$ cat src/hdl/irq_handler_pkg.sv
/*
 * Shared constants and carriers for the interrupt request handler:
 * register offsets, field positions, reset values, vector layout, timing counts.
 * Assumes a single 25 MHz system clock and an 8-bit register address.
 */
package irq_handler_pkg;

    // ----------------------------------------
    // Sizes
    // ----------------------------------------
    localparam int NUM_SRC_DEF = 15;
    localparam int MAX_SRC = 16;
    localparam int IDX_W = 4;
    localparam int ADDR_W = 8;
    localparam int DATA_W = 32;
    localparam int VEC_W = 16;

    // ----------------------------------------
    // Register offsets
    // ----------------------------------------
    localparam logic [ADDR_W-1:0] OFF_PEND_SET = 8'h00;
    localparam logic [ADDR_W-1:0] OFF_PEND_CLR = 8'h04;
    localparam logic [ADDR_W-1:0] OFF_ENABLE = 8'h08;
    localparam logic [ADDR_W-1:0] OFF_CTRL = 8'h0C;
    localparam logic [ADDR_W-1:0] OFF_PRIO = 8'h10;
    localparam logic [ADDR_W-1:0] OFF_ACTIVE = 8'h14;
    localparam logic [ADDR_W-1:0] OFF_EVT_STAT = 8'h18;
    localparam logic [ADDR_W-1:0] OFF_EVT_MASK = 8'h1C;

    // ----------------------------------------
    // Field positions
    // ----------------------------------------
    localparam int CTRL_GLOBAL_EN_BIT = 0;
    localparam int ACT_LOW_BIT = 0;
    localparam int ACT_HIGH_BIT = 1;
    localparam int ACT_CALL_BIT = 2;
    localparam int ACT_VEC_LSB = 16;
    localparam int EVT_CALL_BIT = 0;
    localparam int EVT_RETURN_BIT = 1;
    localparam int EVT_PREEMPT_BIT = 2;
    localparam int EVT_W = 3;

    // ----------------------------------------
    // Reset values
    // ----------------------------------------
    localparam logic [MAX_SRC-1:0] SELF_CLEAR_DEF = 16'h000F;
    localparam logic [MAX_SRC-1:0] ENABLE_RST = 16'h0000;
    localparam logic [MAX_SRC-1:0] PRIO_RST = 16'h0000;
    localparam logic GLOBAL_EN_RST = 1'b0;
    localparam logic [EVT_W-1:0] EVT_MASK_RST = 3'h0;

    // ----------------------------------------
    // Vectors and timing
    // ----------------------------------------
    localparam logic [VEC_W-1:0] VEC_BASE = 16'h0003;
    localparam logic [VEC_W-1:0] VEC_STEP = 16'h0008;
    localparam int CLK_PERIOD_NS = 40;
    localparam int DETECT_CYCLES = 1;
    localparam int CALL_CYCLES = 5;
    localparam int MIN_RESPONSE_CYCLES = 7;
    localparam logic [2:0] CALL_LAST = 3'(CALL_CYCLES - 1);

    // ----------------------------------------
    // Types
    // ----------------------------------------
    typedef enum logic [0:0] {
        SEQ_IDLE = 1'b0,
        SEQ_CALL = 1'b1
    } seq_state_t;

    typedef struct packed {
        logic [ADDR_W-1:0] addr;
        logic [DATA_W-1:0] wrData;
        logic wrStrobe;
        logic rdStrobe;
    } reg_req_t;

    typedef struct packed {
        logic instrDone;
        logic retiDone;
    } cpu_status_t;

endpackage : irq_handler_pkg

$ cat src/hdl/interrupt_request_handler.sv
/*
 * Interrupt request handler: pending flags, enables, two priority levels,
 * call sequencing toward the CPU core and return tracking.
 * Assumes the core pulses instrDone at each instruction end and retiDone with
 * the end of a return_from_interrupt; sources pulse srcEvent for one cycle.
 */
// The implementer's own choices: the placing of the registers and strobed register access.
module interrupt_request_handler
    import irq_handler_pkg::*;
#(
    parameter int NUM_SRC = NUM_SRC_DEF,
    parameter logic [MAX_SRC-1:0] SELF_CLEAR = SELF_CLEAR_DEF
) (
    // Clock and reset
    input wire logic sys_clk,
    input wire logic reset_n,
    input wire logic clkEn,
    // Register port
    input wire reg_req_t regReq,
    output logic [DATA_W-1:0] rdData,
    // Sources
    input wire logic [NUM_SRC-1:0] srcEvent,
    // CPU core
    input wire cpu_status_t cpuStatus,
    output logic callStart,
    output logic [VEC_W-1:0] callVector,
    output logic isrEntry,
    // Interrupt
    output logic irqOut
);

    // ----------------------------------------
    // Helpers
    // ----------------------------------------
    function automatic logic [NUM_SRC-1:0] oneHot(input logic [IDX_W-1:0] i);
        return NUM_SRC'(1) << i;
    endfunction : oneHot

    function automatic logic [DATA_W-1:0] widen(input logic [NUM_SRC-1:0] v);
        return DATA_W'(v);
    endfunction : widen

    function automatic logic [VEC_W-1:0] vecOf(input logic [IDX_W-1:0] i);
        return VEC_BASE + VEC_W'(VEC_STEP * VEC_W'(i));
    endfunction : vecOf

    // ----------------------------------------
    // State
    // ----------------------------------------
    logic [NUM_SRC-1:0] pend, next_pend;
    logic [NUM_SRC-1:0] enable, next_enable;
    logic [NUM_SRC-1:0] prio, next_prio;
    logic globalEn, next_globalEn;
    logic [EVT_W-1:0] evtStat, next_evtStat;
    logic [EVT_W-1:0] evtMask, next_evtMask;
    logic [DATA_W-1:0] next_rdData;
    logic detValid, next_detValid;
    logic detHigh, next_detHigh;
    logic [IDX_W-1:0] detIdx, next_detIdx;
    logic inSvcLow, next_inSvcLow;
    logic inSvcHigh, next_inSvcHigh;
    seq_state_t seqState, next_seqState;
    logic [2:0] callCnt, next_callCnt;
    logic next_callStart, next_isrEntry;
    logic [VEC_W-1:0] next_callVector;
    logic grant;

    logic [NUM_SRC-1:0] eligible, hiReq, loReq;
    logic hiFound, loFound;
    logic [IDX_W-1:0] hiIdx, loIdx;

    // ----------------------------------------
    // Eligibility and priority
    // ----------------------------------------
    assign eligible = pend & enable & {NUM_SRC{globalEn}};
    assign hiReq = eligible & prio;
    assign loReq = eligible & ~prio;

    prio_pick #(.N(NUM_SRC), .IW(IDX_W)) pickHigh (
        .req(hiReq),
        .found(hiFound),
        .idx(hiIdx)
    );

    prio_pick #(.N(NUM_SRC), .IW(IDX_W)) pickLow (
        .req(loReq),
        .found(loFound),
        .idx(loIdx)
    );

    // Detection stage: one clock of sampling before a call can go out
    always_comb begin
        next_detHigh = hiFound && !inSvcHigh;
        next_detValid = next_detHigh || (loFound && !inSvcHigh && !inSvcLow);
        next_detIdx = next_detHigh ? hiIdx : loIdx;
    end

    // Winner rechecked so a flag cleared during detection is not called
    assign grant = cpuStatus.instrDone && !cpuStatus.retiDone && detValid
                   && seqState == SEQ_IDLE && |(eligible & oneHot(detIdx));

    // ----------------------------------------
    // Register writes and flags
    // ----------------------------------------
    always_comb begin
        logic [NUM_SRC-1:0] swSet;
        logic [NUM_SRC-1:0] swClr;
        logic [NUM_SRC-1:0] hwClr;
        logic [EVT_W-1:0] evts;
        swSet = '0;
        swClr = '0;
        hwClr = '0;
        evts = '0;
        next_enable = enable;
        next_prio = prio;
        next_globalEn = globalEn;
        next_evtMask = evtMask;
        if (regReq.wrStrobe) begin
            unique case (regReq.addr)
                OFF_PEND_SET: swSet = regReq.wrData[NUM_SRC-1:0];
                OFF_PEND_CLR: swClr = regReq.wrData[NUM_SRC-1:0];
                OFF_ENABLE: next_enable = regReq.wrData[NUM_SRC-1:0];
                OFF_CTRL: next_globalEn = regReq.wrData[CTRL_GLOBAL_EN_BIT];
                OFF_PRIO: next_prio = regReq.wrData[NUM_SRC-1:0];
                OFF_EVT_MASK: next_evtMask = regReq.wrData[EVT_W-1:0];
                default: ;
            endcase
        end
        if (grant) begin
            hwClr = oneHot(detIdx) & SELF_CLEAR[NUM_SRC-1:0];
        end
        // Hardware set beats any clear in the same cycle
        next_pend = (pend & ~(swClr | hwClr)) | srcEvent | swSet;
        evts[EVT_CALL_BIT] = grant;
        evts[EVT_RETURN_BIT] = cpuStatus.retiDone;
        evts[EVT_PREEMPT_BIT] = grant && detHigh && inSvcLow;
        next_evtStat = evtStat | evts;
        if (regReq.wrStrobe && regReq.addr == OFF_EVT_STAT) begin
            next_evtStat = (evtStat & ~regReq.wrData[EVT_W-1:0]) | evts;
        end
    end

    // ----------------------------------------
    // Read port
    // ----------------------------------------
    always_comb begin
        next_rdData = '0;
        if (regReq.rdStrobe) begin
            unique case (regReq.addr)
                OFF_PEND_SET, OFF_PEND_CLR: next_rdData = widen(pend);
                OFF_ENABLE: next_rdData = widen(enable);
                OFF_CTRL: next_rdData[CTRL_GLOBAL_EN_BIT] = globalEn;
                OFF_PRIO: next_rdData = widen(prio);
                OFF_ACTIVE: begin
                    next_rdData[ACT_LOW_BIT] = inSvcLow;
                    next_rdData[ACT_HIGH_BIT] = inSvcHigh;
                    next_rdData[ACT_CALL_BIT] = seqState == SEQ_CALL;
                    next_rdData[ACT_VEC_LSB +: VEC_W] = callVector;
                end
                OFF_EVT_STAT: next_rdData[EVT_W-1:0] = evtStat;
                OFF_EVT_MASK: next_rdData[EVT_W-1:0] = evtMask;
                default: next_rdData = '0;
            endcase
        end
    end

    // ----------------------------------------
    // Call sequence and service levels
    // ----------------------------------------
    always_comb begin
        next_seqState = seqState;
        next_callCnt = callCnt;
        next_callStart = 1'b0;
        next_isrEntry = 1'b0;
        next_callVector = callVector;
        next_inSvcLow = inSvcLow;
        next_inSvcHigh = inSvcHigh;
        // Return drops the innermost level: low is never entered while high is in service
        if (cpuStatus.retiDone) begin
            if (inSvcHigh) begin
                next_inSvcHigh = 1'b0;
            end else begin
                next_inSvcLow = 1'b0;
            end
        end
        unique case (seqState)
            SEQ_IDLE: begin
                if (grant) begin
                    next_seqState = SEQ_CALL;
                    next_callCnt = CALL_LAST;
                    next_callStart = 1'b1;
                    next_callVector = vecOf(detIdx);
                    if (detHigh) begin
                        next_inSvcHigh = 1'b1;
                    end else begin
                        next_inSvcLow = 1'b1;
                    end
                end
            end
            SEQ_CALL: begin
                // Core spends the call cycles; entry marked on the last
                if (callCnt == 3'h0) begin
                    next_seqState = SEQ_IDLE;
                    next_isrEntry = 1'b1;
                end else begin
                    next_callCnt = callCnt - 3'h1;
                end
            end
        endcase
    end

    // ----------------------------------------
    // Registers
    // ----------------------------------------
    always_ff @(posedge sys_clk or negedge reset_n) begin
        if (!reset_n) begin
            pend <= '0;
            enable <= ENABLE_RST[NUM_SRC-1:0];
            prio <= PRIO_RST[NUM_SRC-1:0];
            globalEn <= GLOBAL_EN_RST;
            evtStat <= '0;
            evtMask <= EVT_MASK_RST;
            rdData <= '0;
            detValid <= 1'b0;
            detHigh <= 1'b0;
            detIdx <= '0;
            inSvcLow <= 1'b0;
            inSvcHigh <= 1'b0;
            seqState <= SEQ_IDLE;
            callCnt <= 3'h0;
            callStart <= 1'b0;
            callVector <= 16'h0000;
            isrEntry <= 1'b0;
        end else if (clkEn) begin
            pend <= next_pend;
            enable <= next_enable;
            prio <= next_prio;
            globalEn <= next_globalEn;
            evtStat <= next_evtStat;
            evtMask <= next_evtMask;
            rdData <= next_rdData;
            detValid <= next_detValid;
            detHigh <= next_detHigh;
            detIdx <= next_detIdx;
            inSvcLow <= next_inSvcLow;
            inSvcHigh <= next_inSvcHigh;
            seqState <= next_seqState;
            callCnt <= next_callCnt;
            callStart <= next_callStart;
            callVector <= next_callVector;
            isrEntry <= next_isrEntry;
        end
    end

    // Level output; follows the registered status and mask
    assign irqOut = |(evtStat & evtMask);

endmodule : interrupt_request_handler

$ cat src/hdl/prio_pick.sv
/*
 * Fixed-order picker: lowest set request index wins.
 * Purely combinational; the caller registers the result.
 */
module prio_pick #(
    parameter int N = 15,
    parameter int IW = 4
) (
    // Requests
    input wire logic [N-1:0] req,
    // Winner
    output logic found,
    output logic [IW-1:0] idx
);

    always_comb begin
        found = 1'b0;
        idx = '0;
        // Walk downward so the lowest index is written last
        for (int i = N - 1; i >= 0; i--) begin
            if (req[i]) begin
                found = 1'b1;
                idx = IW'(i);
            end
        end
    end

endmodule : prio_pick

$ cat config.mk
export PLATFORM = sky130hd
export DESIGN_NAME = interrupt_request_handler
export DESIGN_NICKNAME = d
export VERILOG_FILES = /design/src/hdl/irq_handler_pkg.sv /design/src/hdl/interrupt_request_handler.sv /design/src/hdl/prio_pick.sv
export SDC_FILE = /design/constraint.sdc
export NUM_CORES = 1
export LEC_CHECK = 0
export ABC_AREA = 1
export ABC_CLOCK_PERIOD_IN_PS = 2700
export BUFFER_PORTS_ARGS = -buffer_cell sky130_fd_sc_hd__clkbuf_2
export CAP_MARGIN = 40
export CORE_MARGIN = 4
export CORE_UTILIZATION = 45
export DETAILED_ROUTE_END_ITERATION = 6
export PLACE_DENSITY = 0.68
export SYNTH_ARGS = -nofsm -noshare
export SYNTH_HDL_FRONTEND = slang
export SYNTH_SLANG_ARGS = --single-unit
$ cat constraint.sdc
create_clock -name sys_clk -period 2.7 [get_ports sys_clk]
set_clock_uncertainty 0.2 [all_clocks]
set_input_delay 0.54 -clock sys_clk [delete_from_list [all_inputs] [get_ports sys_clk]]
set_output_delay 0.54 -clock sys_clk [all_outputs]
set_load 0.02 [all_outputs]
* After elaboration in Yosys (flattened, before gate mapping)
Cells that the tools add are included.
** Operators by class
- Add/sub/neg operators :: 2
- Equal/unequal tests :: 9
- Shift-type cells :: 1
- Muxes and demuxes :: 90
- Bitwise operators :: 17
- Reductions and logical operators :: 25
** Operators with widths (number)
- $mux W4 :: 32
- $and A15 B15 Y15 :: 6
- $mux W15 :: 4
- $or A15 B15 Y15 :: 3
- $mux W1 :: 44
- $pmux W12 S3 :: 1
- $eq A8 B5 Y1 const B :: 4
- $mux W32 :: 1
- $not A15 Y15 :: 2
- $reduce_and A3 Y1 :: 6
- $eq A8 B4 Y1 const B :: 2
- $mux W16 :: 1
- $reduce_or A15 Y1 :: 1
- $shl A1 B4 Y15 const A :: 1
- $pmux W2 S6 :: 1
- $logic_and A1 B1 Y1 :: 10
- $mux W3 :: 3
- $add A2 B7 Y8 const A :: 1
- $eq A8 B3 Y1 const B :: 1
- $logic_not A8 Y1 :: 1
- $pmux W1 S7 :: 1
- $and A3 B3 Y3 :: 2
- $or A3 B3 Y3 :: 2
- $pmux W3 S2 :: 1
- other kinds (10) :: 13
** Storage, ports and cells
- Flip-flop bits (word level) :: 114
- Output and inout bits :: 51
- Logic and storage cells :: 161

* Longest topological paths before layout
Gate-level depths: netlist of the first run.
- Depth after elaboration :: 21
- Mapped depth :: 19

* Cells and area by module
From an unflattened synthesis of the first run, not the netlist that was laid out.
** Unflattened totals
- Cells, all modules :: 719
- Area total of the unflattened synthesis :: 5270.1 µm²
** Modules (own cells, without submodules)
- interrupt_request_handler :: instances 1, cells an instance 629, area each 4884.7 µm²
- prio_pick :: instances 2, cells an instance 45, area each 192.7 µm²

* Worst setup path before layout of the first run
Ideal clock, no wire load.
- Kind :: input-to-reg
- Start :: input port regReq[39] (netlist bit)
- End :: register prio[14]
- Library setup time :: 126 ps
- Arrival :: 1584 ps
- Slack :: 790 ps
- Stages on the path :: 6
- Buffers on the path :: 1
- Cell sequence :: nor4_4 nand4_2 or2_1 buf_2 nand2_1 o21ai_0
** Between the ends
- Cells in the longest elaborated chain, start to end :: 2
** Ends and longest elaborated chain
- start, declared :: line interrupt_request_handler.sv:19 : input wire reg_req_t regReq,
- $eq A8 B5 Y1 :: line interrupt_request_handler.sv:119 : unique case (regReq.addr)
- $reduce_and A3 Y1 (no source line)
- end signal, assigned :: line interrupt_request_handler.sv:219 : prio <= PRIO_RST[NUM_SRC-1:0];
- end signal, assigned :: line interrupt_request_handler.sv:237 : prio <= next_prio;
- end, declared :: line interrupt_request_handler.sv:52 : logic [NUM_SRC-1:0] prio, next_prio;
Every way passes these cells.
A chain may end at the register's enable or synchronous reset.

* Worst setup path in the final report of the first run
- Start :: register globalEn
- End :: register evtStat[2]
** Between the ends
- Cells in the longest elaborated chain, start to end :: 8
** Ends and longest elaborated chain
- start, declared :: line interrupt_request_handler.sv:53 : logic globalEn, next_globalEn;
- start signal, assigned :: line interrupt_request_handler.sv:238 : globalEn <= next_globalEn;
- $and A15 B15 Y15 (*) :: line interrupt_request_handler.sv:75 : assign eligible = pend & enable & {NUM_SRC{globalEn}};
- $and A15 B15 Y15 (*) :: line interrupt_request_handler.sv:100 : && seqState == SEQ_IDLE && |(eligible & oneHot(detIdx));
- $reduce_or A15 Y1 (*) :: line interrupt_request_handler.sv:100
- $logic_and A1 B1 Y1 (*) :: line interrupt_request_handler.sv:100
- $logic_and A1 B1 Y1 (*) (2 in a row) :: line interrupt_request_handler.sv:136 : evts[EVT_PREEMPT_BIT] = grant && detHigh && inSvcLow;
- $or A3 B3 Y3 (on tied branches) :: line interrupt_request_handler.sv:137, interrupt_request_handler.sv:139
- $mux W3 (*) :: line interrupt_request_handler.sv:138 : if (regReq.wrStrobe && regReq.addr == OFF_EVT_STAT) begin
- end signal, assigned :: line interrupt_request_handler.sv:239 : evtStat <= next_evtStat;
- end, declared :: line interrupt_request_handler.sv:54 : logic [EVT_W-1:0] evtStat, next_evtStat;
Every way passes the cells marked *; elsewhere a longest branch is shown, timed or not.

==> impl_metrics.env, run 1 <==
export IMPL_status="complete, no violations"
export IMPL_grt_overflow=0
export IMPL_syn_area_um2=5120
export IMPL_grt_antenna_before_repair=0
export IMPL_rsz0062_at_grt="false"
export IMPL_finalPower_uw=3140
export IMPL_die_y_um=115
export IMPL_clkPwrFrac=0.461
export IMPL_cts_buffer_depth=2
export IMPL_multiInputGateArea_um2=2260
export IMPL_async_flop_share=1.00
export IMPL_swShare=0.240
export IMPL_worst_pin_slew_ns=0.581
export IMPL_synth_cells=685
export IMPL_core_area_um2=11000
export IMPL_numClockSinks=91
export IMPL_fillers=1031
export IMPL_synth_distinct_cells=45
export IMPL_dieArea_um2=13100
export IMPL_final_max_slew_violation_count=0
export IMPL_num_vias=4770
export IMPL_drcViolationCount=0
export IMPL_htreeDepth=3
export IMPL_die_w_um=115
export IMPL_path_class="register to register"
export IMPL_post_route_min_period_ns=2.24
export IMPL_grt_usage=0.231
export IMPL_cts_root_buf="clkbuf_16"
export IMPL_cts_buffers=9
export IMPL_relSlewSlack=0.612
export IMPL_detail_route_iter0_violations=284
export IMPL_firstDrtPassIters=4
export IMPL_fmax_ghz=0.445
export IMPL_grt_start_max_net_pins=51
export IMPL_fin_ws_ns=0.455
export IMPL_cts_tree="done"
export IMPL_dpl_worst_slack_ns=0.306
export IMPL_synth_seq_area_share=0.445
export IMPL_min_path_type="input pin to register"
export IMPL_area_growth_pct=15.8
export IMPL_required_ns=2.76
export IMPL_viasPerCell=5.28
export IMPL_tns_ns=0
export IMPL_p_seq_frac=0.454
export IMPL_cellPowerDensity_nw_per_um2=529
export IMPL_setup_viol=0
export IMPL_hpwl_um=11200
export IMPL_ys_ff_latch=91
export IMPL_start_kind="register"
export IMPL_maxCapViolations=0
export IMPL_regToRegSetupSlack_ns=0.46
export IMPL_p_int_uw=2380
export IMPL_nets=823
export IMPL_wire_per_inst_um=16.2
export IMPL_arrival_ns=2.30
export IMPL_hold_viol=0
export IMPL_ir_drop_mv=0.324
export IMPL_num_io_pins=113
export IMPL_p_leak_uw=0.00287
export IMPL_end_kind="register"
export IMPL_postCtsHoldBufs=1
export IMPL_synth_main_ff_cell="dfrtp_1"
export IMPL_synth_warning_count=0
export IMPL_syn_avg_cell_area_um2=7.47
export IMPL_clock_latency_ns=0.35
export IMPL_num_rows=38
export IMPL_place_congestion=0.929
export IMPL_clk_pin_slew_ns=0.07
export IMPL_cts_resized=0
export IMPL_synth_edff_count=0
export IMPL_ff_latch_area_um2=2280
export IMPL_initial_core_util=0.466
export IMPL_drtAntennaViolNets=0
export IMPL_wl_um=14600
export IMPL_crit_path_max_fanout=20
export IMPL_layout_drive_gt1_share=0.174
export IMPL_fin_crit_sh=0.831
export IMPL_grt_pass1_wl_um=23500
export IMPL_postCtsSetupRepairBufs=0
export IMPL_power_switching_uw=754
export IMPL_n_antenna_cell=0
export IMPL_comb_power_share=0.085
export IMPL_grt_pass1_vias=4728
export IMPL_port_buffers=74
## sequential cells by signal (all words and copies together), names as in the netlist
name,flops
evtStat,3
callVector,5
evtMask,3
enable,15
callStart,1
inSvcHigh,1
callCnt,3
detValid,1
detIdx,4
isrEntry,1
detHigh,1
prio,15
globalEn,1
rdData,20
pend,15
inSvcLow,1
seqState,1
## critical path, stage by stage (launching register included)
cell and delay (ns):
dfrtp_1 0.33, buf_4 0.28, nand3_1 0.20, o21ai_1 0.17, nor2_1 0.06, a21oi_1 0.16
nand2_1 0.18, nor2_1 0.18, inv_2 0.17, o31ai_1 0.22
## cells by family (layout without fill, tap and decap cells)
family                   count (synthesis)  after routing  synth area share
flip-flops                              91             91             0.445
buffers and inverters                  145            204             0.128
adder cells (fa/ha/maj)                  2              2           0.00489
other                                    1             21          0.000732
AO/OA/AOI/OAI                          162            162             0.181
AND/OR/NAND/NOR                        284            284             0.241
## power groups by stage
stage / sequential [uW] / clock (uW) / combinational (uW)
floorplan: 1440 / 0 / 175
global placement: 1450 / 0 / 253
detailed placement: 1450 / 0 / 264
CTS: 1420 / 1470 / 266
global route: 1430 / 1530 / 306
finish: 1420 / 1450 / 265
## path summary, 6_finish.rpt
path | start | endpoint | cells after the start
max | globalEn | evtStat[2] | 9
min | srcEvent[13] | pend[13] | 3
max reg2reg | globalEn | evtStat[2] | 9
min reg2reg | detHigh | inSvcLow | 1
max in group asynchronous | reset_n | enable[10] | 3
min in group asynchronous | reset_n | prio[11] | 2
## cell usage after synthesis, types with 2 or more instances
| cell type | n | area (um2) |
|---|---|---|
| inv_1 | 90 | 338 |
| o21ai_0 | 77 | 385 |
| a32o_1 | 5 | 50.1 |
| buf_4 | 25 | 188 |
| o21ai_1 | 11 | 55.1 |
| nor3_1 | 5 | 25.0 |
| a22oi_1 | 2 | 15.0 |
| inv_2 | 9 | 33.8 |
| nor3_2 | 2 | 20.0 |
| o2111ai_1 | 2 | 17.5 |
| nand4_1 | 6 | 37.5 |
| nand3_2 | 2 | 20.0 |
| a31oi_1 | 4 | 25.0 |
| nand3_1 | 46 | 230 |
| o22ai_1 | 15 | 93.8 |
| o21ai_2 | 6 | 52.6 |
| o211ai_1 | 2 | 15.0 |
| nor2_2 | 4 | 25.0 |
| clkbuf_1 | 12 | 45.0 |
| dfrtp_1 | 91 | 2280 |
| a21oi_1 | 29 | 145 |
| ha_1 | 2 | 25.0 |
| o31ai_1 | 2 | 15.0 |
| nand2_1 | 150 | 563 |
| buf_2 | 5 | 25.0 |
| a21oi_2 | 2 | 17.5 |
| nor2_1 | 61 | 229 |
## through the flow
step	utilization	hold slack [ns]	instances	cell area [um2]
4_1_cts	0.540	0.236	904	5930
3_5_place_dp	0.508	0.188	887	5580
6_report	0.540	0.242	904	5930
3_3_place_gp	0.508	0.183	887	5580
2_1_floorplan	-	0.0444	705	5190
5_1_grt	0.540	0.266	904	5930
## per-layer routing
layer / part of all wire / wire length, um / up-vias / GRT usage
met3: 0.060 / 882 / 25 / 0.0428
met5: 0 / 0 / - / 0
li1: - / - / 2345 / -
met4: 0.026 / 381 / 0 / 0.102
met2: 0.46 / 6780 / 161 / 0.374
met1: 0.45 / 6590 / 2239 / 0.302
## layout make-up
cell class / instances / share of cell area
Sequential cell: 91 / 0.384
Multi-Input combinational cell: 469 / 0.382
Timing Repair Buffer: 88 / 0.0832
Inverter: 100 / 0.0633
Clock buffer: 9 / 0.0380
Tap cell: 140 / 0.0296
Clock inverter: 7 / 0.0196
## cell usage in the layout (no fill, tap or decap), drive strengths merged, types with 3 or more instances in the layout
cell,instances
nor3,8
nor2,65
nand4,7
nand2,151
clkinv,4
clkbuf,82
a21oi,31
a32o,5
o22ai,15
conb,21
buf,14
dfrtp,91
inv,99
o21ai,94
a31oi,4
bufinv,3
nand3,48
Note: power is estimated with default switching activity, not from simulation.
==> run 2, diff against run 1 <==
ABC_AREA = 0   (was 1)
ABC_CLOCK_PERIOD_IN_PS = 2200   (was 2700)
clock period = 2.2 ns   (was 2.7 ns; I/O delays follow)
==> run 2 against run 1 <==
  * The run now ends with DRC, setup timing left
  * Clock power up 12%
  * Wire length up 2.4%
  * First-iteration DRC count is 17% higher
  * Global-route usage down 0.40 points
  * Sequential share of layout area is 3.1 points lower
  * Critical endpoint is now callVector[4]
  * Largest cell class is now multi-input combinational cells
==> impl_metrics.env, run 2 <==
export IMPL_num_rows=38
export IMPL_mostFrequentLayoutCells="dfrtp_1, clkbuf_2, buf_4, mux2_2, a21oi_1"
export IMPL_synth_edff_count=0
export IMPL_cts_tree="done"
export IMPL_grt_antenna_before_repair=0
export IMPL_die_w_um=115
export IMPL_layout_drive_gt1_share=0.354
export IMPL_drtAntennaViolNets=0
export IMPL_grt_overflow=0
export IMPL_crit_path_max_fanout=6
export IMPL_final_common_cell="dfrtp_1"
export IMPL_grt_usage=0.227
export IMPL_dieArea_um2=13300
export IMPL_firstDrtPassIters=7
export IMPL_synth_cells=502
export IMPL_clk_pin_slew_ns=0.07
export IMPL_post_route_min_period_ns=2.25
export IMPL_num_vias=4547
export IMPL_required_ns=2.24
export IMPL_grt_pass1_vias=4520
export IMPL_ir_drop_mv=0.421
export IMPL_critPathMostFrequentCell="buf_6"
export IMPL_status="finished, violations left"
export IMPL_port_buffers=74
export IMPL_fmax_ghz=0.444
export IMPL_max_stage_delay_ns=0.47
export IMPL_final_max_slew_violation_count=0
export IMPL_clock_latency_ns=0.35
export IMPL_htreeDepth=3
export IMPL_relSlewSlack=0.641
export IMPL_maxCapViolations=0
export IMPL_top_register="rdData"
export IMPL_async_flop_share=1.00
export IMPL_initial_core_util=0.470
export IMPL_fin_ws_ns=-0.0541
export IMPL_grt_start_max_net_pins=92
export IMPL_wl_um=15000
export IMPL_syn_area_um2=5180
export IMPL_post_synth_top_area_cell="dfrtp_1"
export IMPL_place_area_um2=6000
export IMPL_start_kind="register"
export IMPL_fillers=967
export IMPL_cts_buffer_depth=2
export IMPL_rsz0062_at_grt="true"
export IMPL_hpwl_um=10800
export IMPL_final_core_util=0.585
export IMPL_grt_pass1_wl_um=23300
export IMPL_path_class="register to register"
export IMPL_slowest_stage="dfrtp_2"
export IMPL_synth_seq_area_share=0.440
export IMPL_die_y_um=115
export IMPL_synth_warning_count=0
export IMPL_nets=691
export IMPL_ys_ff_latch=91
export IMPL_detail_route_iter0_violations=331
export IMPL_fin_crit_sh=1.02
export IMPL_ys_top_cells_by_count="dfrtp_1, mux2_2, a21oi_1"
export IMPL_num_io_pins=113
export IMPL_end_kind="register"
export IMPL_violations="DRC, setup timing"
export IMPL_viasPerCell=5.89
export IMPL_yosysMostFrequentCell="dfrtp_1"
export IMPL_p_leak_uw=0.00300
export IMPL_drcViolationCount=1
export IMPL_cellPowerDensity_nw_per_um2=607
export IMPL_syn_avg_cell_area_um2=10.3
export IMPL_crit_chain="buf_6, nand4bb_1, a31oi_1, a311oi_1, o21ai_1, nand3_2, buf_6, mux2_2"
export IMPL_largest_register_ffs=20
export IMPL_worst_pin_slew_ns=0.539
export IMPL_area_growth_pct=24.6
export IMPL_final_cell_area_um2=6450
export IMPL_cts_buffers=9
export IMPL_synth_distinct_cells=59
export IMPL_min_path_type="input pin to register"
export IMPL_hold_viol=0
export IMPL_synthTopCellsByArea="dfrtp_1, mux2_2, buf_4, o2bb2ai_1, a21oi_1"
export IMPL_core_area_um2=11000
export IMPL_setup_viol=5
export IMPL_numClockSinks=91
export IMPL_wire_per_inst_um=19.4
export IMPL_cts_root_buf="clkbuf_16"
export IMPL_place_congestion=0.912
export IMPL_synth_top_area_frac=0.440
export IMPL_synth_main_ff_cell="dfrtp_1"
export IMPL_arrival_ns=2.29
export IMPL_n_antenna_cell=0
## run 2: changes by cell type after synthesis, sizes merged, moves of 30 or more
cell,before,now
nand2,151,24
o21ai,94,21
inv,99,21
mux2,0,38
nor2,65,27
nand3,48,18
## run 2: layout make-up
class	instances	area [um2]	share of cell area
flip-flops and latches	91	2280	0.354
clock inverters	5	60.1	0.00931
inverters	21	78.8	0.0122
repair buffers	146	1010	0.157
multi-input cells	358	2590	0.402
well taps	140	175	0.0271
clock buffers	11	253	0.0392
## run 2: power by group
| group | leakage [uW] | internal, uW | switching, uW | total [uW] |
|---|---|---|---|---|
| Combinational | 0.00169 | 196 | 288 | 484 |
| Clock | 0.000152 | 947 | 682 | 1630 |
| Sequential | 0.00116 | 1740 | 63.4 | 1810 |
## run 2: critical path, delay by kind of cell (launching register included)
| kind | cells | cell delay (ns) |
|---|---|---|
| compound gates | 3 | 0.52 |
| flops | 1 | 0.47 |
| simple gates | 2 | 0.36 |
| buf+inv | 2 | 0.32 |
| mux | 1 | 0.26 |
## run 2: final timing paths
path	to	slack (ns)	from	depth (start not counted)
max in group asynchronous	detIdx[1]	0.95	reset_n	3
worst max-delay path	callVector[4]	-0.05	detIdx[2]	8
worst min-delay path	pend[5]	0.11	regReq[7]	2
min in group asynchronous	rdData[0]	0.48	reset_n	3
worst max register to register	callVector[4]	-0.05	detIdx[2]	8
worst min register to register	rdData[7]	0.29	rdData[7]	1
## run 2: kinds of logic after synthesis
family | synth area share
adder cells (fa/ha/maj) | 0.00483
multiplexers | 0.0990
AO/OA/AOI/OAI | 0.205
flip-flops | 0.440
AND/OR/NAND/NOR | 0.169
buffers and inverters | 0.0814
other | 0.000724
## run 2: per-layer routing
layer  vias up  wire [um]  GRT usage
met5         -          0          0
met4         0        389     0.0970
met3        28        973     0.0463
met2       166       7360      0.390
met1      2236       6260      0.277
li1       2117          -          -
## run 2: through the flow
stage	setup slack [ns]	TNS [ns]	hold WS [ns]	std cells	total power, uW
2_1_floorplan	0.00155	0	-0.0556	522	2130
3_3_place_gp	-0.105	-2.28	0.269	749	2280
3_5_place_dp	-0.120	-3.00	0.273	749	2300
4_1_cts	0.0124	0	0.103	766	3930
5_1_grt	-0.0573	-0.274	0.110	772	4060
6_report	-0.0541	-0.210	0.107	772	3920
## run 2: repair_timing
action	in CTS	in global routing
cloned	0	1
buffers inserted	0	5
resized for setup	3	17
pin swaps	0	9
hold endpoints to repair	91	0
setup endpoints to repair	10	17
hold buffers	1	0
==> run 3, diff against run 2 <==
ABC_AREA = 1   (was 0)
CORE_ASPECT_RATIO = 0.6   (was unset)
==> run 3 against run 2 <==
  * Sequential share of layout area grew 1.6 points
  * Sequential power shrank 3%
  * Critical path depth grew 2
  * Core utilization shrank 1.6 points
  * Via count grew 7.6%
  * Largest cell class unchanged
  * The flow now finishes without violations
  * Power shrank 5.8%
  * Worst setup slack gained 0.12 ns
==> impl_metrics.env, run 3 (synthesis gave the netlist of run 1 again) <==
export IMPL_cts_root_buf="clkbuf_16"
export IMPL_initial_core_util=0.472
export IMPL_post_route_min_period_ns=2.13
export IMPL_arrival_ns=2.20
export IMPL_largest_register_ffs=20
export IMPL_cts_buffers=9
export IMPL_cts_tree="done"
export IMPL_rsz0062_at_grt="true"
export IMPL_power_switching_uw=951
export IMPL_setup_viol=0
export IMPL_grt_usage=0.229
export IMPL_path_class="register to register"
export IMPL_drcViolationCount=0
export IMPL_num_io_pins=113
export IMPL_wire_per_inst_um=16.6
export IMPL_p_int_uw=2740
export IMPL_mostFrequentLayoutCells="nand2_1, inv_1, dfrtp_1, o21ai_0, clkbuf_2"
export IMPL_wl_um=15200
export IMPL_crit_path_max_fanout=9
export IMPL_detail_route_iter0_violations=563
export IMPL_final_core_util=0.569
export IMPL_met1_usage=0.356
export IMPL_clk_pin_slew_ns=0.06
export IMPL_swShare=0.258
export IMPL_numClockSinks=91
export IMPL_fin_ws_ns=0.0659
export IMPL_top_register="rdData"
export IMPL_grt_pass1_wl_um=23800
export IMPL_comb_power_share=0.094
export IMPL_reg2reg_from="globalEn"
export IMPL_num_vias=4892
export IMPL_start_kind="register"
export IMPL_layout_drive_gt1_share=0.213
export IMPL_grtUsageMet2=0.311
export IMPL_nets=835
export IMPL_dpl_worst_slack_ns=0.0147
export IMPL_worst_pin_slew_ns=0.507
export IMPL_die_w_um=146
export IMPL_relSlewSlack=0.662
export IMPL_clock_latency_ns=0.34
export IMPL_htreeDepth=3
export IMPL_final_common_cell="nand2_1"
export IMPL_hold_viol=0
export IMPL_firstDrtPassIters=5
export IMPL_grt_start_max_net_pins=92
export IMPL_grt_pass1_vias=4413
export IMPL_place_congestion=0.895
export IMPL_required_ns=2.26
export IMPL_fmax_ghz=0.469
export IMPL_final_max_slew_violation_count=0
export IMPL_ir_drop_mv=0.392
export IMPL_busiest_layer="met1"
export IMPL_critPathLaunch="globalEn"
export IMPL_slowest_stage="dfrtp_2"
export IMPL_fillers=1022
export IMPL_p_leak_uw=0.00296
export IMPL_area_growth_pct=20.6
export IMPL_die_y_um=90.6
export IMPL_ff_latch_area_um2=2280
export IMPL_cellPowerDensity_nw_per_um2=598
export IMPL_maxCapViolations=0
export IMPL_grt_antenna_before_repair=0
export IMPL_core_area_um2=10800
export IMPL_fin_crit_sh=0.970
export IMPL_dieArea_um2=13200
export IMPL_clkPwrFrac=0.431
export IMPL_max_stage_delay_ns=0.45
export IMPL_cts_buffer_depth=2
export IMPL_grt_overflow=0
export IMPL_min_path_type="input pin to register"
export IMPL_multiInputGateArea_um2=2380
export IMPL_grtUsageMet3=0.0677
export IMPL_crit_chain="buf_12, nand3_4, nor2_1, nor4_1, a21oi_2, nand2_2, inv_1, nand2_1, nand3_1, a22oi_1"
export IMPL_end_kind="register"
export IMPL_port_buffers=74
export IMPL_status="complete, no violations"
export IMPL_n_antenna_cell=0
export IMPL_viasPerCell=5.35
export IMPL_hold_path_startpoint="srcEvent[13]"
export IMPL_num_rows=29
export IMPL_drtAntennaViolNets=0
export IMPL_tns_ns=0
export IMPL_finalPower_uw=3690
export IMPL_p_seq_frac=0.474
export IMPL_hpwl_um=11400
-- run 3: final timing paths --
| path | endpoint | slack (ns) | depth (start not counted) |
|---|---|---|---|
| setup / recovery | pend[3] | 0.07 | 10 |
| setup reg to reg | pend[3] | 0.07 | 10 |
| hold / removal | pend[13] | 0.14 | 3 |
| max in group asynchronous | globalEn | 0.89 | 3 |
| min in group asynchronous | rdData[8] | 0.48 | 3 |
| hold reg to reg | inSvcLow | 0.26 | 1 |
-- run 3: power by group through the flow --
stage	logic (uW)	registers (uW)	clock network, uW
CTS	343	1750	1610
finish	348	1750	1590
global placement	322	1780	0
detailed placement	341	1780	0
global route	395	1760	1690
floorplan	215	1770	0
-- run 3: cell type report --
cell class,instances,share of cell area
multi-input cells,469,0.385
flip-flops and latches,91,0.369
repair buffers,100,0.107
inverters,100,0.0612
clock buffers,10,0.0387
well taps,139,0.0282
clock inverters,5,0.0101
-- run 3: per-layer routing --
layer / vias up / routed length, um
met5: - / 0
met4: 0 / 131
met3: 14 / 1510
met2: 200 / 6020
met1: 2311 / 7560
li1: 2367 / -
-- run 3: what timing repair did --
| item | in CTS | in global routing |
|---|---|---|
| gates cloned | 0 | 1 |
| setup buffers | 0 | 2 |
| pin swaps | 0 | 3 |
| gates resized for setup | 1 | 30 |
| hold endpoints to repair | 91 | 0 |
| hold buffers | 1 | 0 |
| setup endpoints to repair | 1 | 16 |
-- run 3: through the flow --
stage                     area [um2]  cells  hold WS, ns
after floorplan                 5190    705      -0.0556
after global placement          5700    895        0.254
after detailed placement        5700    895        0.258
after CTS                       6020    911        0.128
after global routing            6170    914        0.142
final                           6170    914        0.138
-- run 3: worst max-delay path, delay by kind of cell (launching register included) --
kind / cells / cell delay, ns
compound gates: 2 / 0.25
buf+inv: 2 / 0.26
simple gates: 6 / 0.88
flops: 1 / 0.45
